`src/rtl/timer8_pkg.sv`:
```
/*
  Shared constants and types for the 8-bit timer/counter: register offsets,
  field positions, reset values, mode, action and clock source codes.
  Assumes a 32-bit classic Wishbone bus with byte addresses and 8-bit registers.
*/
package timer8_pkg;

    localparam int CNT_W = 8;
    localparam int PRE_W = 10;

    // Register byte offsets
    localparam logic [7:0] OFS_CONTROL_A = 8'h00;
    localparam logic [7:0] OFS_CONTROL_B = 8'h04;
    localparam logic [7:0] OFS_COUNT = 8'h08;
    localparam logic [7:0] OFS_COMPARE_A = 8'h0C;
    localparam logic [7:0] OFS_COMPARE_B = 8'h10;
    localparam logic [7:0] OFS_FLAGS = 8'h14;
    localparam logic [7:0] OFS_PIN_DIR = 8'h18;

    // Field positions
    localparam int CTLA_ACT_A_POS = 6;
    localparam int CTLA_ACT_B_POS = 4;
    localparam int CTLA_MODE_POS = 0;
    localparam int CTLB_BIT2_POS = 3;
    localparam int CTLB_CS_POS = 0;
    localparam int FLAG_OVF_POS = 0;
    localparam int FLAG_CMP_A_POS = 1;
    localparam int FLAG_CMP_B_POS = 2;
    localparam int DIR_A_POS = 0;
    localparam int DIR_B_POS = 1;

    // Reset values
    localparam logic [7:0] RST_COUNT = 8'h00;
    localparam logic [7:0] RST_COMPARE = 8'h00;
    localparam logic [1:0] RST_DIR = 2'h0;

    localparam logic [7:0] COUNT_MAX = 8'hFF;
    localparam logic [7:0] COUNT_BOTTOM = 8'h00;

    // Waveform mode codes {mode_bit_two, low bits}
    localparam logic [2:0] MODE_NORMAL = 3'h0;
    localparam logic [2:0] MODE_CLEAR_ON_MATCH = 3'h2;
    localparam logic [2:0] MODE_FAST_PWM_MAX = 3'h3;
    localparam logic [2:0] MODE_FAST_PWM_CMP = 3'h7;

    // Output actions
    localparam logic [1:0] ACT_OFF = 2'h0;
    localparam logic [1:0] ACT_TOGGLE = 2'h1;
    localparam logic [1:0] ACT_CLEAR = 2'h2;
    localparam logic [1:0] ACT_SET = 2'h3;

    // Clock source select codes
    localparam logic [2:0] CS_STOP = 3'h0;
    localparam logic [2:0] CS_DIV1 = 3'h1;
    localparam logic [2:0] CS_DIV8 = 3'h2;
    localparam logic [2:0] CS_DIV64 = 3'h3;
    localparam logic [2:0] CS_DIV256 = 3'h4;
    localparam logic [2:0] CS_DIV1024 = 3'h5;
    localparam logic [2:0] CS_EXT_FALL = 3'h6;
    localparam logic [2:0] CS_EXT_RISE = 3'h7;

    // Prescaler masks: tick when the masked low bits are all ones
    localparam logic [PRE_W-1:0] MASK_DIV1 = 10'h000;
    localparam logic [PRE_W-1:0] MASK_DIV8 = 10'h007;
    localparam logic [PRE_W-1:0] MASK_DIV64 = 10'h03F;
    localparam logic [PRE_W-1:0] MASK_DIV256 = 10'h0FF;
    localparam logic [PRE_W-1:0] MASK_DIV1024 = 10'h3FF;

    typedef struct packed {
        logic [1:0] action_a;
        logic [1:0] action_b;
        logic [2:0] mode;
        logic [2:0] clk_sel;
    } ctrl_type;

    typedef struct packed {
        logic cmp_b;
        logic cmp_a;
        logic ovf;
    } flags_type;

endpackage : timer8_pkg

```
`src/rtl/timer8_top.sv`:
```
/*
  8-bit timer/counter with normal, clear-on-match and fast PWM modes,
  two compare channels and a classic Wishbone register slave.
  Assumes a single 25 MHz sys_clk, synchronous inputs, and an interrupt
  controller outside that pulses the serviced inputs.
*/
// Design decisions made here: the register offsets and the Wishbone interface to the registers.
// How it works
// - Normal mode counts up only, wraps 0xFF to 0x00.
// - Normal mode sets overflow flag as the count becomes zero.
// - Overflow flag clears when its interrupt is serviced.
// - Normal mode accepts a count write at any moment.
// - Clear-on-match mode returns count to zero on match with compare A.
// - Clear-on-match mode sets compare flag A at each top.
// - Clear-on-match compare A writes are direct; missed match wraps through 0xFF.
// - Clear-on-match action 0x1 toggles wave output A on each match.
// - Prescaler divides by 1, 8, 64, 256 or 1024.
// - Clear-on-match sets overflow flag on wrap from 0xFF.
// - Codes 0x3 and 0x7 select fast PWM, top 0xFF or compare A.
// - Fast PWM clears the count on the tick after reaching top.
// - Fast PWM sets overflow flag each time count wraps from top to zero.
// - Fast PWM action 0x2 clears on match, sets at bottom; 0x3 reverse.
// - Fast PWM toggle on A only with mode bit two; not on B.
// - Fast PWM with top 0xFF has a 256-tick period.
// - Compare zero gives a spike, compare max a constant level.
// - Wave output reaches the pin only when its direction is output.
// - PWM compare writes are buffered and loaded at top.
// - Count write beats any clear or count in the same cycle.
// - Match sets compare flag; write one or service clears it.
// - Clock source 0x0 stops the timer; count stays accessible.
`timescale 1ns/1ns
module timer8_top (
    // Clock and reset
    input wire logic sys_clk,
    input wire logic arst_n,
    input wire logic clk_en,
    // Wishbone slave
    input wire logic wb_cyc_i,
    input wire logic wb_stb_i,
    input wire logic wb_we_i,
    input wire logic [7:0] wb_adr_i,
    input wire logic [3:0] wb_sel_i,
    input wire logic [31:0] wb_dat_i,
    output logic [31:0] wb_dat_o,
    output logic wb_ack_o,
    // External count source
    input wire logic ext_clk_in,
    // Interrupt service acknowledges
    input wire logic ovf_serviced,
    input wire logic cmp_a_serviced,
    input wire logic cmp_b_serviced,
    // Event flags
    output logic overflow_flag,
    output logic compare_flag_a,
    output logic compare_flag_b,
    // Wave pins
    output logic wave_out_a,
    output logic wave_a_oe_n,
    output logic wave_out_b,
    output logic wave_b_oe_n
);

    function automatic logic hit(input logic [7:0] adr, input logic [7:0] ofs);
        hit = (adr[7:2] == ofs[7:2]);
    endfunction : hit

    function automatic logic wave_next(input logic cur, input logic [1:0] act, input logic pwm,
                                       input logic match, input logic bottom, input logic can_toggle);
        logic res;
        res = cur;
        if (pwm) begin
            case (act)
                timer8_pkg::ACT_TOGGLE: res = (can_toggle && match) ? ~cur : cur;
                timer8_pkg::ACT_CLEAR: res = bottom ? 1'b1 : (match ? 1'b0 : cur);
                timer8_pkg::ACT_SET: res = bottom ? 1'b0 : (match ? 1'b1 : cur);
                default: res = cur;
            endcase
        end else if (match) begin
            case (act)
                timer8_pkg::ACT_TOGGLE: res = ~cur;
                timer8_pkg::ACT_CLEAR: res = 1'b0;
                timer8_pkg::ACT_SET: res = 1'b1;
                default: res = cur;
            endcase
        end
        wave_next = res;
    endfunction : wave_next

    timer8_pkg::ctrl_type ctrl_q, ctrl_d;
    timer8_pkg::flags_type flags_q, flags_d, flag_set, flag_clr;
    logic [7:0] cnt_q, cnt_d;
    logic [7:0] buf_a_q, buf_a_d, buf_b_q, buf_b_d;
    logic [7:0] ocr_a_q, ocr_a_d, ocr_b_q, ocr_b_d;
    logic [1:0] dir_q, dir_d;
    logic block_q, block_d;
    logic oc_a_q, oc_a_d, oc_b_q, oc_b_d;
    logic ack_q, ack_d;
    logic [31:0] rdat_q, rdat_d;
    logic pin_a_q, pin_a_d, pin_b_q, pin_b_d;
    logic oe_a_n_q, oe_a_n_d, oe_b_n_q, oe_b_n_d;

    logic tick, req, wr_fire, wr_lane, cnt_wr, is_pwm, at_top, clear_now;
    logic match_a, match_b, bottom_evt, ovf_evt;
    logic [7:0] top_val;

    timer8_prescaler u_prescaler (
        .sys_clk(sys_clk),
        .arst_n(arst_n),
        .clk_en(clk_en),
        .clk_sel(ctrl_q.clk_sel),
        .ext_clk_in(ext_clk_in),
        .tick(tick)
    );

    // Bus: ack one cycle after request; write lands on the ack edge
    always_comb begin
        req = wb_cyc_i & wb_stb_i;
        ack_d = req & ~ack_q;
        wr_fire = clk_en & req & wb_we_i & ack_q;
        wr_lane = wr_fire & wb_sel_i[0];
        rdat_d = rdat_q;
        if (req & ~ack_q) begin
            rdat_d = 32'h0000_0000;
            if (hit(wb_adr_i, timer8_pkg::OFS_CONTROL_A)) begin
                rdat_d[7:0] = {ctrl_q.action_a, ctrl_q.action_b, 2'h0, ctrl_q.mode[1:0]};
            end else if (hit(wb_adr_i, timer8_pkg::OFS_CONTROL_B)) begin
                rdat_d[7:0] = {4'h0, ctrl_q.mode[2], ctrl_q.clk_sel};
            end else if (hit(wb_adr_i, timer8_pkg::OFS_COUNT)) begin
                rdat_d[7:0] = cnt_q;
            end else if (hit(wb_adr_i, timer8_pkg::OFS_COMPARE_A)) begin
                rdat_d[7:0] = buf_a_q;
            end else if (hit(wb_adr_i, timer8_pkg::OFS_COMPARE_B)) begin
                rdat_d[7:0] = buf_b_q;
            end else if (hit(wb_adr_i, timer8_pkg::OFS_FLAGS)) begin
                rdat_d[7:0] = {5'h00, flags_q};
            end else if (hit(wb_adr_i, timer8_pkg::OFS_PIN_DIR)) begin
                rdat_d[7:0] = {6'h00, dir_q};
            end
        end
    end

    // Control and direction registers
    always_comb begin
        ctrl_d = ctrl_q;
        dir_d = dir_q;
        if (wr_lane && hit(wb_adr_i, timer8_pkg::OFS_CONTROL_A)) begin
            ctrl_d.action_a = wb_dat_i[timer8_pkg::CTLA_ACT_A_POS +: 2];
            ctrl_d.action_b = wb_dat_i[timer8_pkg::CTLA_ACT_B_POS +: 2];
            ctrl_d.mode[1:0] = wb_dat_i[timer8_pkg::CTLA_MODE_POS +: 2];
        end
        if (wr_lane && hit(wb_adr_i, timer8_pkg::OFS_CONTROL_B)) begin
            ctrl_d.mode[2] = wb_dat_i[timer8_pkg::CTLB_BIT2_POS];
            ctrl_d.clk_sel = wb_dat_i[timer8_pkg::CTLB_CS_POS +: 3];
        end
        if (wr_lane && hit(wb_adr_i, timer8_pkg::OFS_PIN_DIR)) begin
            dir_d = {wb_dat_i[timer8_pkg::DIR_B_POS], wb_dat_i[timer8_pkg::DIR_A_POS]};
        end
    end

    // Counter, compare and flags
    always_comb begin
        cnt_wr = wr_lane & hit(wb_adr_i, timer8_pkg::OFS_COUNT);
        is_pwm = (ctrl_q.mode == timer8_pkg::MODE_FAST_PWM_MAX) || (ctrl_q.mode == timer8_pkg::MODE_FAST_PWM_CMP);
        top_val = (ctrl_q.mode == timer8_pkg::MODE_FAST_PWM_CMP) ? ocr_a_q : timer8_pkg::COUNT_MAX;
        at_top = is_pwm && (cnt_q == top_val);
        clear_now = at_top || ((ctrl_q.mode == timer8_pkg::MODE_CLEAR_ON_MATCH) && (cnt_q == ocr_a_q));
        // Compare A below the count simply misses until the wrap
        cnt_d = cnt_q;
        block_d = block_q;
        if (cnt_wr) begin
            cnt_d = wb_dat_i[7:0];
            block_d = 1'b1;
        end else if (tick) begin
            cnt_d = clear_now ? timer8_pkg::COUNT_BOTTOM : cnt_q + 8'h01;
            block_d = 1'b0;
        end
        // A count write masks the next match so equal preloads stay silent
        match_a = tick && !block_q && (cnt_q == ocr_a_q);
        match_b = tick && !block_q && (cnt_q == ocr_b_q);
        bottom_evt = tick && !cnt_wr && at_top;
        ovf_evt = tick && !cnt_wr && (is_pwm ? at_top : (cnt_q == timer8_pkg::COUNT_MAX));
        flag_set = '{cmp_b: match_b, cmp_a: match_a, ovf: ovf_evt};
        flag_clr.ovf = ovf_serviced | (wr_lane & hit(wb_adr_i, timer8_pkg::OFS_FLAGS)
                       & wb_dat_i[timer8_pkg::FLAG_OVF_POS]);
        flag_clr.cmp_a = cmp_a_serviced | (wr_lane & hit(wb_adr_i, timer8_pkg::OFS_FLAGS)
                         & wb_dat_i[timer8_pkg::FLAG_CMP_A_POS]);
        flag_clr.cmp_b = cmp_b_serviced | (wr_lane & hit(wb_adr_i, timer8_pkg::OFS_FLAGS)
                         & wb_dat_i[timer8_pkg::FLAG_CMP_B_POS]);
        // Set wins so an event in the clearing cycle is kept
        flags_d = flag_set | (flags_q & ~flag_clr);
        buf_a_d = (wr_lane && hit(wb_adr_i, timer8_pkg::OFS_COMPARE_A)) ? wb_dat_i[7:0] : buf_a_q;
        buf_b_d = (wr_lane && hit(wb_adr_i, timer8_pkg::OFS_COMPARE_B)) ? wb_dat_i[7:0] : buf_b_q;
        if (!is_pwm) begin
            ocr_a_d = buf_a_d;
            ocr_b_d = buf_b_d;
        end else if (bottom_evt) begin
            ocr_a_d = buf_a_q;
            ocr_b_d = buf_b_q;
        end else begin
            ocr_a_d = ocr_a_q;
            ocr_b_d = ocr_b_q;
        end
    end

    // Wave generation and pin gating
    always_comb begin
        oc_a_d = oc_a_q;
        oc_b_d = oc_b_q;
        if (tick) begin
            oc_a_d = wave_next(oc_a_q, ctrl_q.action_a, is_pwm, match_a, bottom_evt, ctrl_q.mode[2]);
            oc_b_d = wave_next(oc_b_q, ctrl_q.action_b, is_pwm, match_b, bottom_evt, 1'b0);
        end
        oe_a_n_d = ~(dir_q[0] && (ctrl_q.action_a != timer8_pkg::ACT_OFF));
        oe_b_n_d = ~(dir_q[1] && (ctrl_q.action_b != timer8_pkg::ACT_OFF));
        pin_a_d = ~oe_a_n_d & oc_a_d;
        pin_b_d = ~oe_b_n_d & oc_b_d;
    end

    always_ff @(posedge sys_clk or negedge arst_n) begin
        if (!arst_n) begin
            ctrl_q <= '0;
            dir_q <= timer8_pkg::RST_DIR;
            cnt_q <= timer8_pkg::RST_COUNT;
            block_q <= 1'b0;
            flags_q <= '0;
            buf_a_q <= timer8_pkg::RST_COMPARE;
            buf_b_q <= timer8_pkg::RST_COMPARE;
            ocr_a_q <= timer8_pkg::RST_COMPARE;
            ocr_b_q <= timer8_pkg::RST_COMPARE;
            oc_a_q <= 1'b0;
            oc_b_q <= 1'b0;
            pin_a_q <= 1'b0;
            pin_b_q <= 1'b0;
            oe_a_n_q <= 1'b1;
            oe_b_n_q <= 1'b1;
            ack_q <= 1'b0;
            rdat_q <= 32'h0000_0000;
        end else if (clk_en) begin
            ctrl_q <= ctrl_d;
            dir_q <= dir_d;
            cnt_q <= cnt_d;
            block_q <= block_d;
            flags_q <= flags_d;
            buf_a_q <= buf_a_d;
            buf_b_q <= buf_b_d;
            ocr_a_q <= ocr_a_d;
            ocr_b_q <= ocr_b_d;
            oc_a_q <= oc_a_d;
            oc_b_q <= oc_b_d;
            pin_a_q <= pin_a_d;
            pin_b_q <= pin_b_d;
            oe_a_n_q <= oe_a_n_d;
            oe_b_n_q <= oe_b_n_d;
            ack_q <= ack_d;
            rdat_q <= rdat_d;
        end
    end

    assign wb_ack_o = ack_q;
    assign wb_dat_o = rdat_q;
    assign overflow_flag = flags_q.ovf;
    assign compare_flag_a = flags_q.cmp_a;
    assign compare_flag_b = flags_q.cmp_b;
    assign wave_out_a = pin_a_q;
    assign wave_a_oe_n = oe_a_n_q;
    assign wave_out_b = pin_b_q;
    assign wave_b_oe_n = oe_b_n_q;
endmodule : timer8_top

```
`src/rtl/timer8_prescaler.sv`:
```
/*
  Prescaler producing the timer clock enable from the I/O clock.
  Assumes ext_clk_in is already synchronous to sys_clk.
*/
`timescale 1ns/1ns
module timer8_prescaler (
    // Clock and reset
    input wire logic sys_clk,
    input wire logic arst_n,
    input wire logic clk_en,
    // Control
    input wire logic [2:0] clk_sel,
    input wire logic ext_clk_in,
    // Timer clock enable
    output logic tick
);

    logic [timer8_pkg::PRE_W-1:0] pre_q, pre_d;
    logic ext_q, ext_d;
    logic [timer8_pkg::PRE_W-1:0] mask;
    logic div_sel;

    always_comb begin
        div_sel = 1'b1;
        mask = timer8_pkg::MASK_DIV1;
        case (clk_sel)
            timer8_pkg::CS_DIV1: mask = timer8_pkg::MASK_DIV1;
            timer8_pkg::CS_DIV8: mask = timer8_pkg::MASK_DIV8;
            timer8_pkg::CS_DIV64: mask = timer8_pkg::MASK_DIV64;
            timer8_pkg::CS_DIV256: mask = timer8_pkg::MASK_DIV256;
            timer8_pkg::CS_DIV1024: mask = timer8_pkg::MASK_DIV1024;
            default: div_sel = 1'b0;
        endcase
        pre_d = (clk_sel == timer8_pkg::CS_STOP) ? '0 : pre_q + 10'h001;
        ext_d = ext_clk_in;
        tick = 1'b0;
        if (clk_en) begin
            if (div_sel) begin
                tick = ((pre_q & mask) == mask);
            end else if (clk_sel == timer8_pkg::CS_EXT_RISE) begin
                tick = ext_clk_in & ~ext_q;
            end else if (clk_sel == timer8_pkg::CS_EXT_FALL) begin
                tick = ~ext_clk_in & ext_q;
            end
        end
    end

    always_ff @(posedge sys_clk or negedge arst_n) begin
        if (!arst_n) begin
            pre_q <= '0;
            ext_q <= 1'b0;
        end else if (clk_en) begin
            pre_q <= pre_d;
            ext_q <= ext_d;
        end
    end

endmodule : timer8_prescaler

```
`config.mk`:
```
export PLATFORM = sky130hd
export DESIGN_NAME = timer8_top
export DESIGN_NICKNAME = d
export VERILOG_FILES = /design/src/rtl/timer8_pkg.sv /design/src/rtl/timer8_top.sv /design/src/rtl/timer8_prescaler.sv
export SDC_FILE = /design/constraint.sdc
export NUM_CORES = 1
export LEC_CHECK = 0
export CORE_UTILIZATION = 40
export DETAILED_ROUTE_END_ITERATION = 10
export DONT_BUFFER_PORTS = 1
export PLACE_DENSITY = 0.62
export SLEW_MARGIN = 30
export SYNTH_ARGS = -nofsm -noshare
export SYNTH_HDL_FRONTEND = slang
export SYNTH_SLANG_ARGS = --single-unit
```
`constraint.sdc`:
```
create_clock -name sys_clk -period 2.9 [get_ports sys_clk]
set_clock_uncertainty 0.15 [all_clocks]
set_input_delay 0.435 -clock sys_clk [delete_from_list [all_inputs] [get_ports sys_clk]]
set_output_delay 0.435 -clock sys_clk [all_outputs]
set_load 0.1 [all_outputs]
```
Yosys cells after proc, flatten, opt, wreduce, memory -nomap -nowiden

Index checks and enable logic that the tools add are counted.

Input bits: 54
Flip-flop bits (word level): 82

Reductions and logical operators: 32
Multiplexer cells: 46
Eq/ne operators: 28
$add $sub $neg: 2
Bitwise logic cells: 29

Operator list:

| kind                                                 | count |
|---|---|
| two-way mux 8 bit                                    | 15 |
| case mux 10 bit (4 select lines)                     | 1 |
| equality test 8 bit                                  | 3 |
| two-way mux 1 bit                                    | 23 |
| equality test 6 x 3 -> 1 bit (second input constant) | 3 |
| logical AND 1 bit                                    | 16 |
| AND 1 bit                                            | 15 |
| equality test 3 bit (second input constant)          | 5 |
| equality test 3 x 2 -> 1 bit (second input constant) | 4 |
| equality test 6 x 2 -> 1 bit (second input constant) | 2 |
| AND reduction 2 bit                                  | 6 |
| adder 10 x 1 -> 10 bit (second input constant)       | 1 |
| AND 10 bit                                           | 1 |
| equality test 10 bit                                 | 1 |
| two-way mux 10 bit                                   | 1 |
| case mux 1 bit (3 select lines)                      | 3 |
| adder 8 x 1 -> 8 bit (second input constant)         | 1 |
| equality test 2 bit (second input constant)          | 4 |
| equality test 8 bit (second input constant)          | 1 |
| inverter 1 bit                                       | 7 |
| equality test 6 x 1 -> 1 bit (second input constant) | 1 |
| zero test 6 bit                                      | 1 |
| nonzero test 2 bit                                   | 3 |
| OR reduction 5 bit                                   | 1 |
| 13 further kinds                                     | 18 |

Logic depth before layout (Yosys ltp)

Gate-level depths: netlist of the first run.

Depth after elaboration: 14
Depth in mapped cells: 11

Cells and area by module

A second synthesis of the first run with hierarchy kept.

Cell total of the unflattened synthesis: 488
Area total of the unflattened synthesis: 4,828.4 sq um

Modules (own cells, without submodules):

| module           | area each (sq um) | seq. area each (sq um) | cells each | times used |
|---|---|---|---|---|
| timer8_top       | 4,165.2           | 1,779.2                | 421        | 1 |
| timer8_prescaler | 663.1             | 275.3                  | 67         | 1 |

Worst setup path before layout of the first run

No wires, ideal clock.

Kind: register to register
Start: reg ctrl_q[1] (netlist name)
End: reg pin_b_q (netlist: wave_out_b)
Data arrival time: 2.467 ns
Path slack: 0.145 ns
Buffers on the path: 0
Stages on the path, launching flop included: 11
Library setup time: 0.138 ns
Data required time: 2.612 ns
Period minus slack after synthesis: 2.755 ns
Path through: dfrtp_1 -> inv_2 -> ha_1 -> inv_1 -> a21oi_1 -> nor3_1 -> or4b_4 -> or3b_1 -> or3b_1 -> nand3_2 -> a31oi_1

Word-level cells in the longest chain between the ends: 14
Elaborated cells between the ends (all ways): 29
Those cells by class: 8 x eq/ne; 14 x mux; 2 x bitwise; 5 x reduce/logical

RTL lines:

| item                                                                | line                               | text |
|---|---|---|
| from (decl)                                                         | timer8_top.sv:89                   | `timer8_pkg::ctrl_type ctrl_q, ctrl_d;` |
| from (signal assigned)                                              | timer8_top.sv:239                  | `ctrl_q <= ctrl_d;` |
| equality test 3 bit or equality test 3 x 2 -> 1 bit (tied branches) | timer8_prescaler.sv:26             | `case (clk_sel)` |
| case mux 10 bit (4 select lines)                                    | timer8_prescaler.sv:26             |  |
| AND 10 bit                                                          | timer8_prescaler.sv:39             | `tick = ((pre_q & mask) == mask);` |
| equality test 10 bit                                                | timer8_prescaler.sv:39             |  |
| two-way mux 1 bit (*)                                               | timer8_prescaler.sv:38             | `if (div_sel) begin` |
| two-way mux 1 bit (*)                                               | timer8_prescaler.sv:37             | `if (clk_en) begin` |
| logical AND 1 bit (2 in series)                                     | timer8_top.sv:179                  | `match_b = tick && !block_q && (cnt_q == ocr_b_q);` |
| two-way mux 1 bit, on equally long branches (2 in series)           | timer8_top.sv:75, timer8_top.sv:74 |  |
| case mux 1 bit (2 select lines)                                     | timer8_top.sv:72                   | `case (act)` |
| two-way mux 1 bit                                                   | timer8_top.sv:71                   | `if (pwm) begin` |
| two-way mux 1 bit (*)                                               | timer8_top.sv:209                  | `if (tick) begin` |
| AND 1 bit (*)                                                       | timer8_top.sv:216                  | `pin_b_d = ~oe_b_n_d & oc_b_d;` |
| to (signal assigned)                                                | timer8_top.sv:251                  | `pin_b_q <= pin_b_d;` |
| to (decl)                                                           | timer8_top.sv:99                   | `logic pin_a_q, pin_a_d, pin_b_q, pin_b_d;` |

Every way passes the cells marked *; elsewhere a longest branch is shown, timed or not.
A chain may end at the register's enable or synchronous reset.

Final worst setup path of the first run

Start: reg cnt_q[4]
End: reg pin_b_q (netlist: wave_out_b)

Word-level cells in the longest chain between the ends: 8
Elaborated cells between the ends (all ways): 14
Those cells by class: 2 x eq/ne; 8 x mux; 1 x bitwise; 3 x reduce/logical

RTL lines:

| item                                          | line                                 | text |
|---|---|---|
| from (decl)                                   | timer8_top.sv:91                     | `logic [7:0] cnt_q, cnt_d;` |
| from (signal assigned)                        | timer8_top.sv:223                    | `cnt_q <= timer8_pkg::RST_COUNT;` |
| from (signal assigned)                        | timer8_top.sv:241                    | `cnt_q <= cnt_d;` |
| equality test 8 bit, on equally long branches | timer8_top.sv:179, timer8_top.sv:165 |  |
| logical AND 1 bit, on equally long branches   | timer8_top.sv:179, timer8_top.sv:165 |  |
| two-way mux 1 bit (tied with other cells)     | timer8_top.sv:75                     | `timer8_pkg::ACT_SET: res = bottom ? 1'b0 : (match ? 1'b1 : cur);` |
| two-way mux 1 bit, on equally long branches   | timer8_top.sv:75, timer8_top.sv:74   |  |
| case mux 1 bit (2 select lines)               | timer8_top.sv:72                     |  |
| two-way mux 1 bit (*)                         | timer8_top.sv:71                     |  |
| two-way mux 1 bit (*)                         | timer8_top.sv:209                    |  |
| AND 1 bit (*)                                 | timer8_top.sv:216                    |  |

Marks and branches as above.

==> results of run 1 <==
==> registers in the layout (all words and copies together) (netlist names) <==
name and cells:
block_q 1, buf_a_q 8, buf_b_q 8, cnt_q 8
compare_flag_a 1, compare_flag_b 1, ctrl_q 10, dir_q 2
oc_a_q 1, oc_b_q 1, ocr_a_q 8, ocr_b_q 8
overflow_flag 1, u_prescaler.ext_q 1, u_prescaler.pre_q 10, wave_a_oe_n 1
wave_b_oe_n 1, wave_out_a 1, wave_out_b 1, wb_ack_o 1
wb_dat_o 8
==> per-stage QoR <==
| step | std cells | worst slack, ns |
|---|---|---|
| 2_1_floorplan | 537 | 0.145 |
| 5_1_grt | 662 | 0.0383 |
| 3_5_place_dp | 644 | 0.0938 |
| 6_report | 662 | 0.169 |
| 4_1_cts | 662 | 0.0747 |
| 3_3_place_gp | 644 | 0.130 |
==> where the power goes <==
part           internal [uW]  switching [uW]
Sequential              1160            78.8
Combinational           62.2             241
Clock                    715             463
Total                   1940             782
==> layout by cell type, fill, tap and decap left out, types with 3 or more instances in the layout <==
cell	instances
o22ai_1	7
and3_1	4
mux2i_1	19
or3_1	4
conb_1	24
o31ai_1	4
nor3_1	6
a31oi_1	4
clkbuf_16	9
nor2_1	25
xor2_1	6
and2_1	5
nand2_1	68
buf_4	13
mux2_2	31
o21ai_1	14
o21a_1	3
a21o_1	8
a21oi_1	16
dfrtp_1	80
nor2b_1	11
nand3_1	8
a222oi_1	4
nand2b_1	3
nand4_1	3
inv_1	19
o21ai_0	40
xnor2_1	8
a22oi_1	9
nor4_1	4
or2_2	3
==> what timing repair did <==
item / in CTS / in global routing
endpoints found under the setup margin: 0 / 25
hold buffers: 2 / 0
gates resized for setup: 0 / 8
endpoints found under the hold margin: 82 / 0
==> final cells by class <==
cell class | count | area, sq um | share of cell area, %
well taps | 143 | 179 | 3.39
inverters | 22 | 82.6 | 1.57
flip-flops and latches | 82 | 2050 | 38.9
multi-input cells | 382 | 2500 | 47.3
clock inverters | 4 | 48.8 | 0.925
clock buffers | 12 | 256 | 4.86
repair buffers | 17 | 158 | 2.99
==> layer usage <==
layer | vias to the layer above | GRT usage, % | wire length, um
li1 | 1765 | - | -
met1 | 1798 | 27.2 | 5340
met2 | 93 | 31.8 | 5630
met3 | 20 | 4.08 | 679
met4 | 0 | 7.93 | 254
met5 | - | 0 | 0
==> worst min-delay path by stage <==
stage	startpoint	to	cells past startpoint	slack, ns
after CTS	clk_en	wave_b_oe_n$_DFFE_PN1P_	1	0.009
final	clk_en	wave_a_oe_n$_DFFE_PN1P_	1	0.02
after global placement	arst_n	cnt_q[5]$_DFFE_PN0P_	0	-0.007
after global routing	clk_en	wave_b_oe_n$_DFFE_PN1P_	1	0.01
after detailed placement	arst_n	cnt_q[5]$_DFFE_PN0P_	0	-0.007
after floorplan	arst_n	block_q$_DFFE_PN0P_	0	-0.01
==> logic make-up after synthesis <==
| group | share of synthesized area [%] |
|---|---|
| xor+xnor | 2.55 |
| fa+ha+maj | 0.780 |
| compound gates | 17.5 |
| other cells | 0.0779 |
| simple gates | 17.2 |
| mux | 11.2 |
| flops | 42.7 |
| buf+inv | 8.01 |
==> results.yml, run 1 <==
outcome:
  status: "finished with violations"
  violations: "design-rule violations"
sta:
  finalSetupViolCount: 0
  rsz0062_at_grt: "no"
  fin_setup_tns_ns: 0
  whs_ns: 0.0172
  worstMarginPinSlew_ns: 0.909
  maxClockFrequency_ghz: 0.366
  finalCritPeriodShare_pct: 94.2
  slew_headroom_pct: 39.4
  period_needed_ns: 2.73
  hold_viol: 0
  slew_violations: 0
critical_path:
  rr_startpoint: "cnt_q[4]$_DFFE_PN0P_"
  cp_slowest_cell: "dfrtp_1"
  crit_end: "wave_out_b$_DFFE_PN0P_"
  critPathTopFamily: "simple AND/OR/NAND/NOR gates"
  crit_path_max_fanout: 8
  endpoint_kind: "register"
  crit_buf_inv: 0
  worstPathRequired_ns: 2.97
  worstPathCellList: "nor2b_4 > a2111oi_4 > nand2_2 > a211oi_2 > or3b_4 > or3b_1 > nand3_2 > a31oi_1"
  ff2ff_setup_slack_ns: 0.17
  arrival_ns: 2.80
  reg2reg_to: "wave_out_b$_DFFE_PN0P_"
  worst-path-stages: 8
  worst_path_largest_cell_delay_ns: 0.48
  cp-start-kind: "register"
  crit_type: "reg2reg"
  r2r.worst_path.cells: 8
  crit_start: "cnt_q[4]$_DFFE_PN0P_"
route:
  routed_wl_um: 11900
  antenna_left: 0
  drcViolationCount: 3
  drt-wirelength-per-cell_um: 18.0
  vias_per_cell: 5.55
  drt_iter0_drc: 271
  vias: 3676
  dr.pass1.iters: 7
global_routing:
  antenna_found_initial: 0
  grt_pass1_vias: 3642
  grt_max_degree: 83
  gr-total-overflow: 0
  grt_use_total_pct: 20.2
  grt_pass1_wl_um: 19500
clock_network:
  cts_made_buffers: 9
  cts.path.max_buffers: 2
  cts-htree-levels: 3
  clock_sinks: 82
  clock_latency_ns: 0.34
  ctsRootBufferMaster: "clkbuf_16"
  postCtsSetupBuffers: 0
  tritoncts: "built"
  cts.clk_slew.worst_paths_ns: 0.06
yosys:
  synth-edff-count: 0
  synth_seq_cells: 82
  yosys_warnings: 0
  syn_area_sq_um: 4810
  synthTopCellsByArea: "dfrtp_1, mux2_2, nand2_1"
  yosys_most_used_dff: "dfrtp_1"
  synth_common_cells: "dfrtp_1, nand2_1, o21ai_0"
  yosysUniqueCellTypes: 64
  synthCells: 514
  async_flop_share_pct: 100
  synth_most_common_cell: "dfrtp_1"
  seq_area_frac_synth_pct: 42.7
  synth_top_area_cell: "dfrtp_1"
  yosysTopAreaCellShare_pct: 41.6
  avgSynthCellArea_sq_um: 9.36
floorplanning:
  row_count: 39
  die_y_um: 112
  start_util_pct: 41.6
  dieWidth_um: 112
  core_sq_um: 11600
  io_pins: 94
  dieArea_sq_um: 12500
finish:
  n_fill_cell: 1112
  drive_above_1_share_pct: 17.0
  fin_util_pct: 45.6
  area_delta_synth_final_pct: 9.65
  diodes: 0
  postLayoutCellArea_sq_um: 5280
  nets: 571
run:
  maxCapViolCount: 0
place:
  dp_hpwl_um: 8720
  dpl-instance-area_sq_um: 4900
  portBuffers: 0
  gp_congestion: 0.830
hold_path:
  hp-class: "in2reg"
power_and_ir_drop:
  power_uw: 2720
  p_per_area_nw_per_um2: 516
  irDropWorstVdd_uv: 391
  p_leak_uw: 0.00237
Power figures use the tool's default switching activity.
==> inputs of run 2 (changes only) <==
--- a/config.mk
+++ b/config.mk
@@ -5,10 +5,11 @@
 export SDC_FILE = /design/constraint.sdc
 export NUM_CORES = 1
 export LEC_CHECK = 0
+export ABC_AREA = 1
 export CORE_UTILIZATION = 40
 export DETAILED_ROUTE_END_ITERATION = 10
 export DONT_BUFFER_PORTS = 1
-export PLACE_DENSITY = 0.62
+export PLACE_DENSITY_LB_ADDON = 0.3
 export SLEW_MARGIN = 30
 export SYNTH_ARGS = -nofsm -noshare
 export SYNTH_HDL_FRONTEND = slang
==> results.yml, run 2 <==
place:
  dp_hpwl_um: 8970
  portBuffers: 0
  gp_congestion: 0.883
  placed_cells: 758
clock_network:
  cts-htree-levels: 3
  post_cts_resized: 0
  cts_made_buffers: 9
  clock_latency_ns: 0.35
  clock_sinks: 82
  ctsRootBufferMaster: "clkbuf_16"
  tritoncts: "built"
  postCtsSetupBuffers: 0
  cts.path.max_buffers: 2
  cts.clk_slew.worst_paths_ns: 0.06
route:
  dr.pass1.iters: 5
  drt_iter0_drc: 227
  antenna_left: 0
  vias: 4073
  vias_per_cell: 5.25
  drt-wirelength-per-cell_um: 15.7
  drcViolationCount: 0
  routed_wl_um: 12100
power_and_ir_drop:
  irDropWorstVdd_uv: 473
  p_per_area_nw_per_um2: 573
  p_leak_uw: 0.00244
  power_uw: 2910
global_routing:
  grt_use_total_pct: 21.1
  grt_pass1_wl_um: 20000
  use_met2_pct: 34.9
  grt_util_met3_pct: 5.87
  top_usage_layer: "met2"
  grt_pass1_vias: 3953
  antenna_found_initial: 0
  grt_util_met1_pct: 25.9
  gr-total-overflow: 0
  grt_max_degree: 83
run:
  maxCapViolCount: 0
critical_path:
  arrival_ns: 2.67
  cp-start-kind: "register"
  endpoint_kind: "register"
  worstPathRequired_ns: 3.01
  r2r.worst_path.cells: 12
  crit_type: "reg2reg"
  crit_path_max_fanout: 32
hold_path:
  hp-class: "in2reg"
  holdPathStages: 1
yosys:
  syn_area_sq_um: 4710
  synth-edff-count: 0
  yosysUniqueCellTypes: 45
  synth_common_cells: "nand2_1, dfrtp_1, inv_1"
  synth_most_common_cell: "nand2_1"
  synth_top_area_cell: "dfrtp_1"
  yosys_warnings: 0
  seq_area_frac_synth_pct: 43.6
  synthTopCellsByArea: "dfrtp_1, nand2_1, inv_1"
  synth_seq_cells: 82
  avgSynthCellArea_sq_um: 7.54
  async_flop_share_pct: 100
  yosysTopAreaCellShare_pct: 42.5
  yosys_most_used_dff: "dfrtp_1"
  synthCells: 625
sta:
  whs_ns: 0.0268
  slew_violations: 0
  worstMarginPinSlew_ns: 0.932
  maxClockFrequency_ghz: 0.391
  finalCritPeriodShare_pct: 88.1
  period_needed_ns: 2.56
  rsz0062_at_grt: "no"
  fin_setup_tns_ns: 0
  hold_viol: 0
  finalSetupViolCount: 0
  slew_headroom_pct: 37.8
finish:
  fin_util_pct: 44.3
  final_common_cell: "nand2_1"
  top_regs: "ctrl_q x10, u_prescaler.pre_q x10"
  final_cell_mix: "nand2_1, dfrtp_1, inv_1, nor2_1, o21ai_0"
  final_cells: 776
  nets: 685
  drive_above_1_share_pct: 7.27
  area_delta_synth_final_pct: 7.86
  diodes: 0
floorplanning:
  row_count: 39
  die_y_um: 111
  core_sq_um: 11500
  start_util_pct: 41.1
  dieArea_sq_um: 12200
  io_pins: 94
  dieWidth_um: 111
outcome:
  status: "complete, no violations"
run 2: changes by cell type in the layout (fill, tap and decap cells not counted), sizes merged, moves of 16 or more:
cell   previous run  this run
mux2i            19         0
mux2             31         0
nand2            69       187
nand3            10        26
inv              22        72
nor2             26        64
run 2: worst max-delay path, cell delays in order, from the launching register on:
cell and delay (ns):
dfrtp_1 0.47, inv_2 0.08, ha_1 0.31, nand2_1 0.09, inv_1 0.07, a21oi_4 0.24
nand3_2 0.14, nor2_4 0.15, inv_2 0.07, a21oi_4 0.10, buf_4 0.35, nor2_1 0.08
a31oi_1 0.17
run 2: where the power goes:
| group | switching [uW] | leakage, uW | total [uW] | internal, uW |
|---|---|---|---|---|
| combinational | 347 | 0.00124 | 468 | 121 |
| clock | 449 | 0.000143 | 1100 | 648 |
| sequential | 156 | 0.00105 | 1350 | 1190 |
| total | 952 | 0.00244 | 2910 | 1960 |
run 2: cell families after synthesis:
group,share of synthesized area (%)
buffers and inverters,11.8
AO/OA/AOI/OAI,14.7
adder cells (fa/ha/maj),0.796
AND/OR/NAND/NOR,26.3
XOR/XNOR,2.79
flip-flops,43.6
other,0.0796
run 2: layout make-up:
type                            instances  area [sq um]
Clock inverter                          2          10.0
Timing Repair Buffer                   10          97.6
Inverter                               74           278
Multi-Input combinational cell        451          2190
Sequential cell                        82          2050
Tap cell                              143           179
Clock buffer                           14           274
Fill cell                            1133          6380
run 2: per-layer routing:
layer / up-vias / routed length, um
met3: 29 / 698
met1: 1939 / 5140
met4: 0 / 342
li1: 1978 / -
met5: - / 0
met2: 127 / 5970
run 2: path summary, 6_finish.rpt:
kind                            slack (ns)                               end                        startpoint
worst max-delay path                  0.34            ocr_b_q[1]$_DFFE_PN0P_             ctrl_q[1]$_DFFE_PN0P_
max in group asynchronous             1.76           wave_b_oe_n$_DFFE_PN1P_                            arst_n
worst max register to register        0.34            ocr_b_q[1]$_DFFE_PN0P_             ctrl_q[1]$_DFFE_PN0P_
min in group asynchronous             0.51  u_prescaler.pre_q[2]$_DFFE_PN0P_                            arst_n
worst min register to register        0.37  u_prescaler.pre_q[0]$_DFFE_PN0P_  u_prescaler.pre_q[0]$_DFFE_PN0P_
worst min-delay path                  0.03  u_prescaler.pre_q[0]$_DFFE_PN0P_                            clk_en
run 2: stage by stage:
| stage | instance area (sq um) | setup WS [ns] |
|---|---|---|
| after floorplan | 4800 | 0.543 |
| after global placement | 4760 | 0.433 |
| after detailed placement | 4760 | 0.357 |
| after CTS | 5080 | 0.327 |
| after global routing | 5080 | 0.152 |
| final | 5080 | 0.344 |
run 2: repair_timing:
item | CTS | global route
hold buffers | 2 | 0
endpoints found under the setup margin | 0 | 0
hold endpoints to repair | 82 | 0
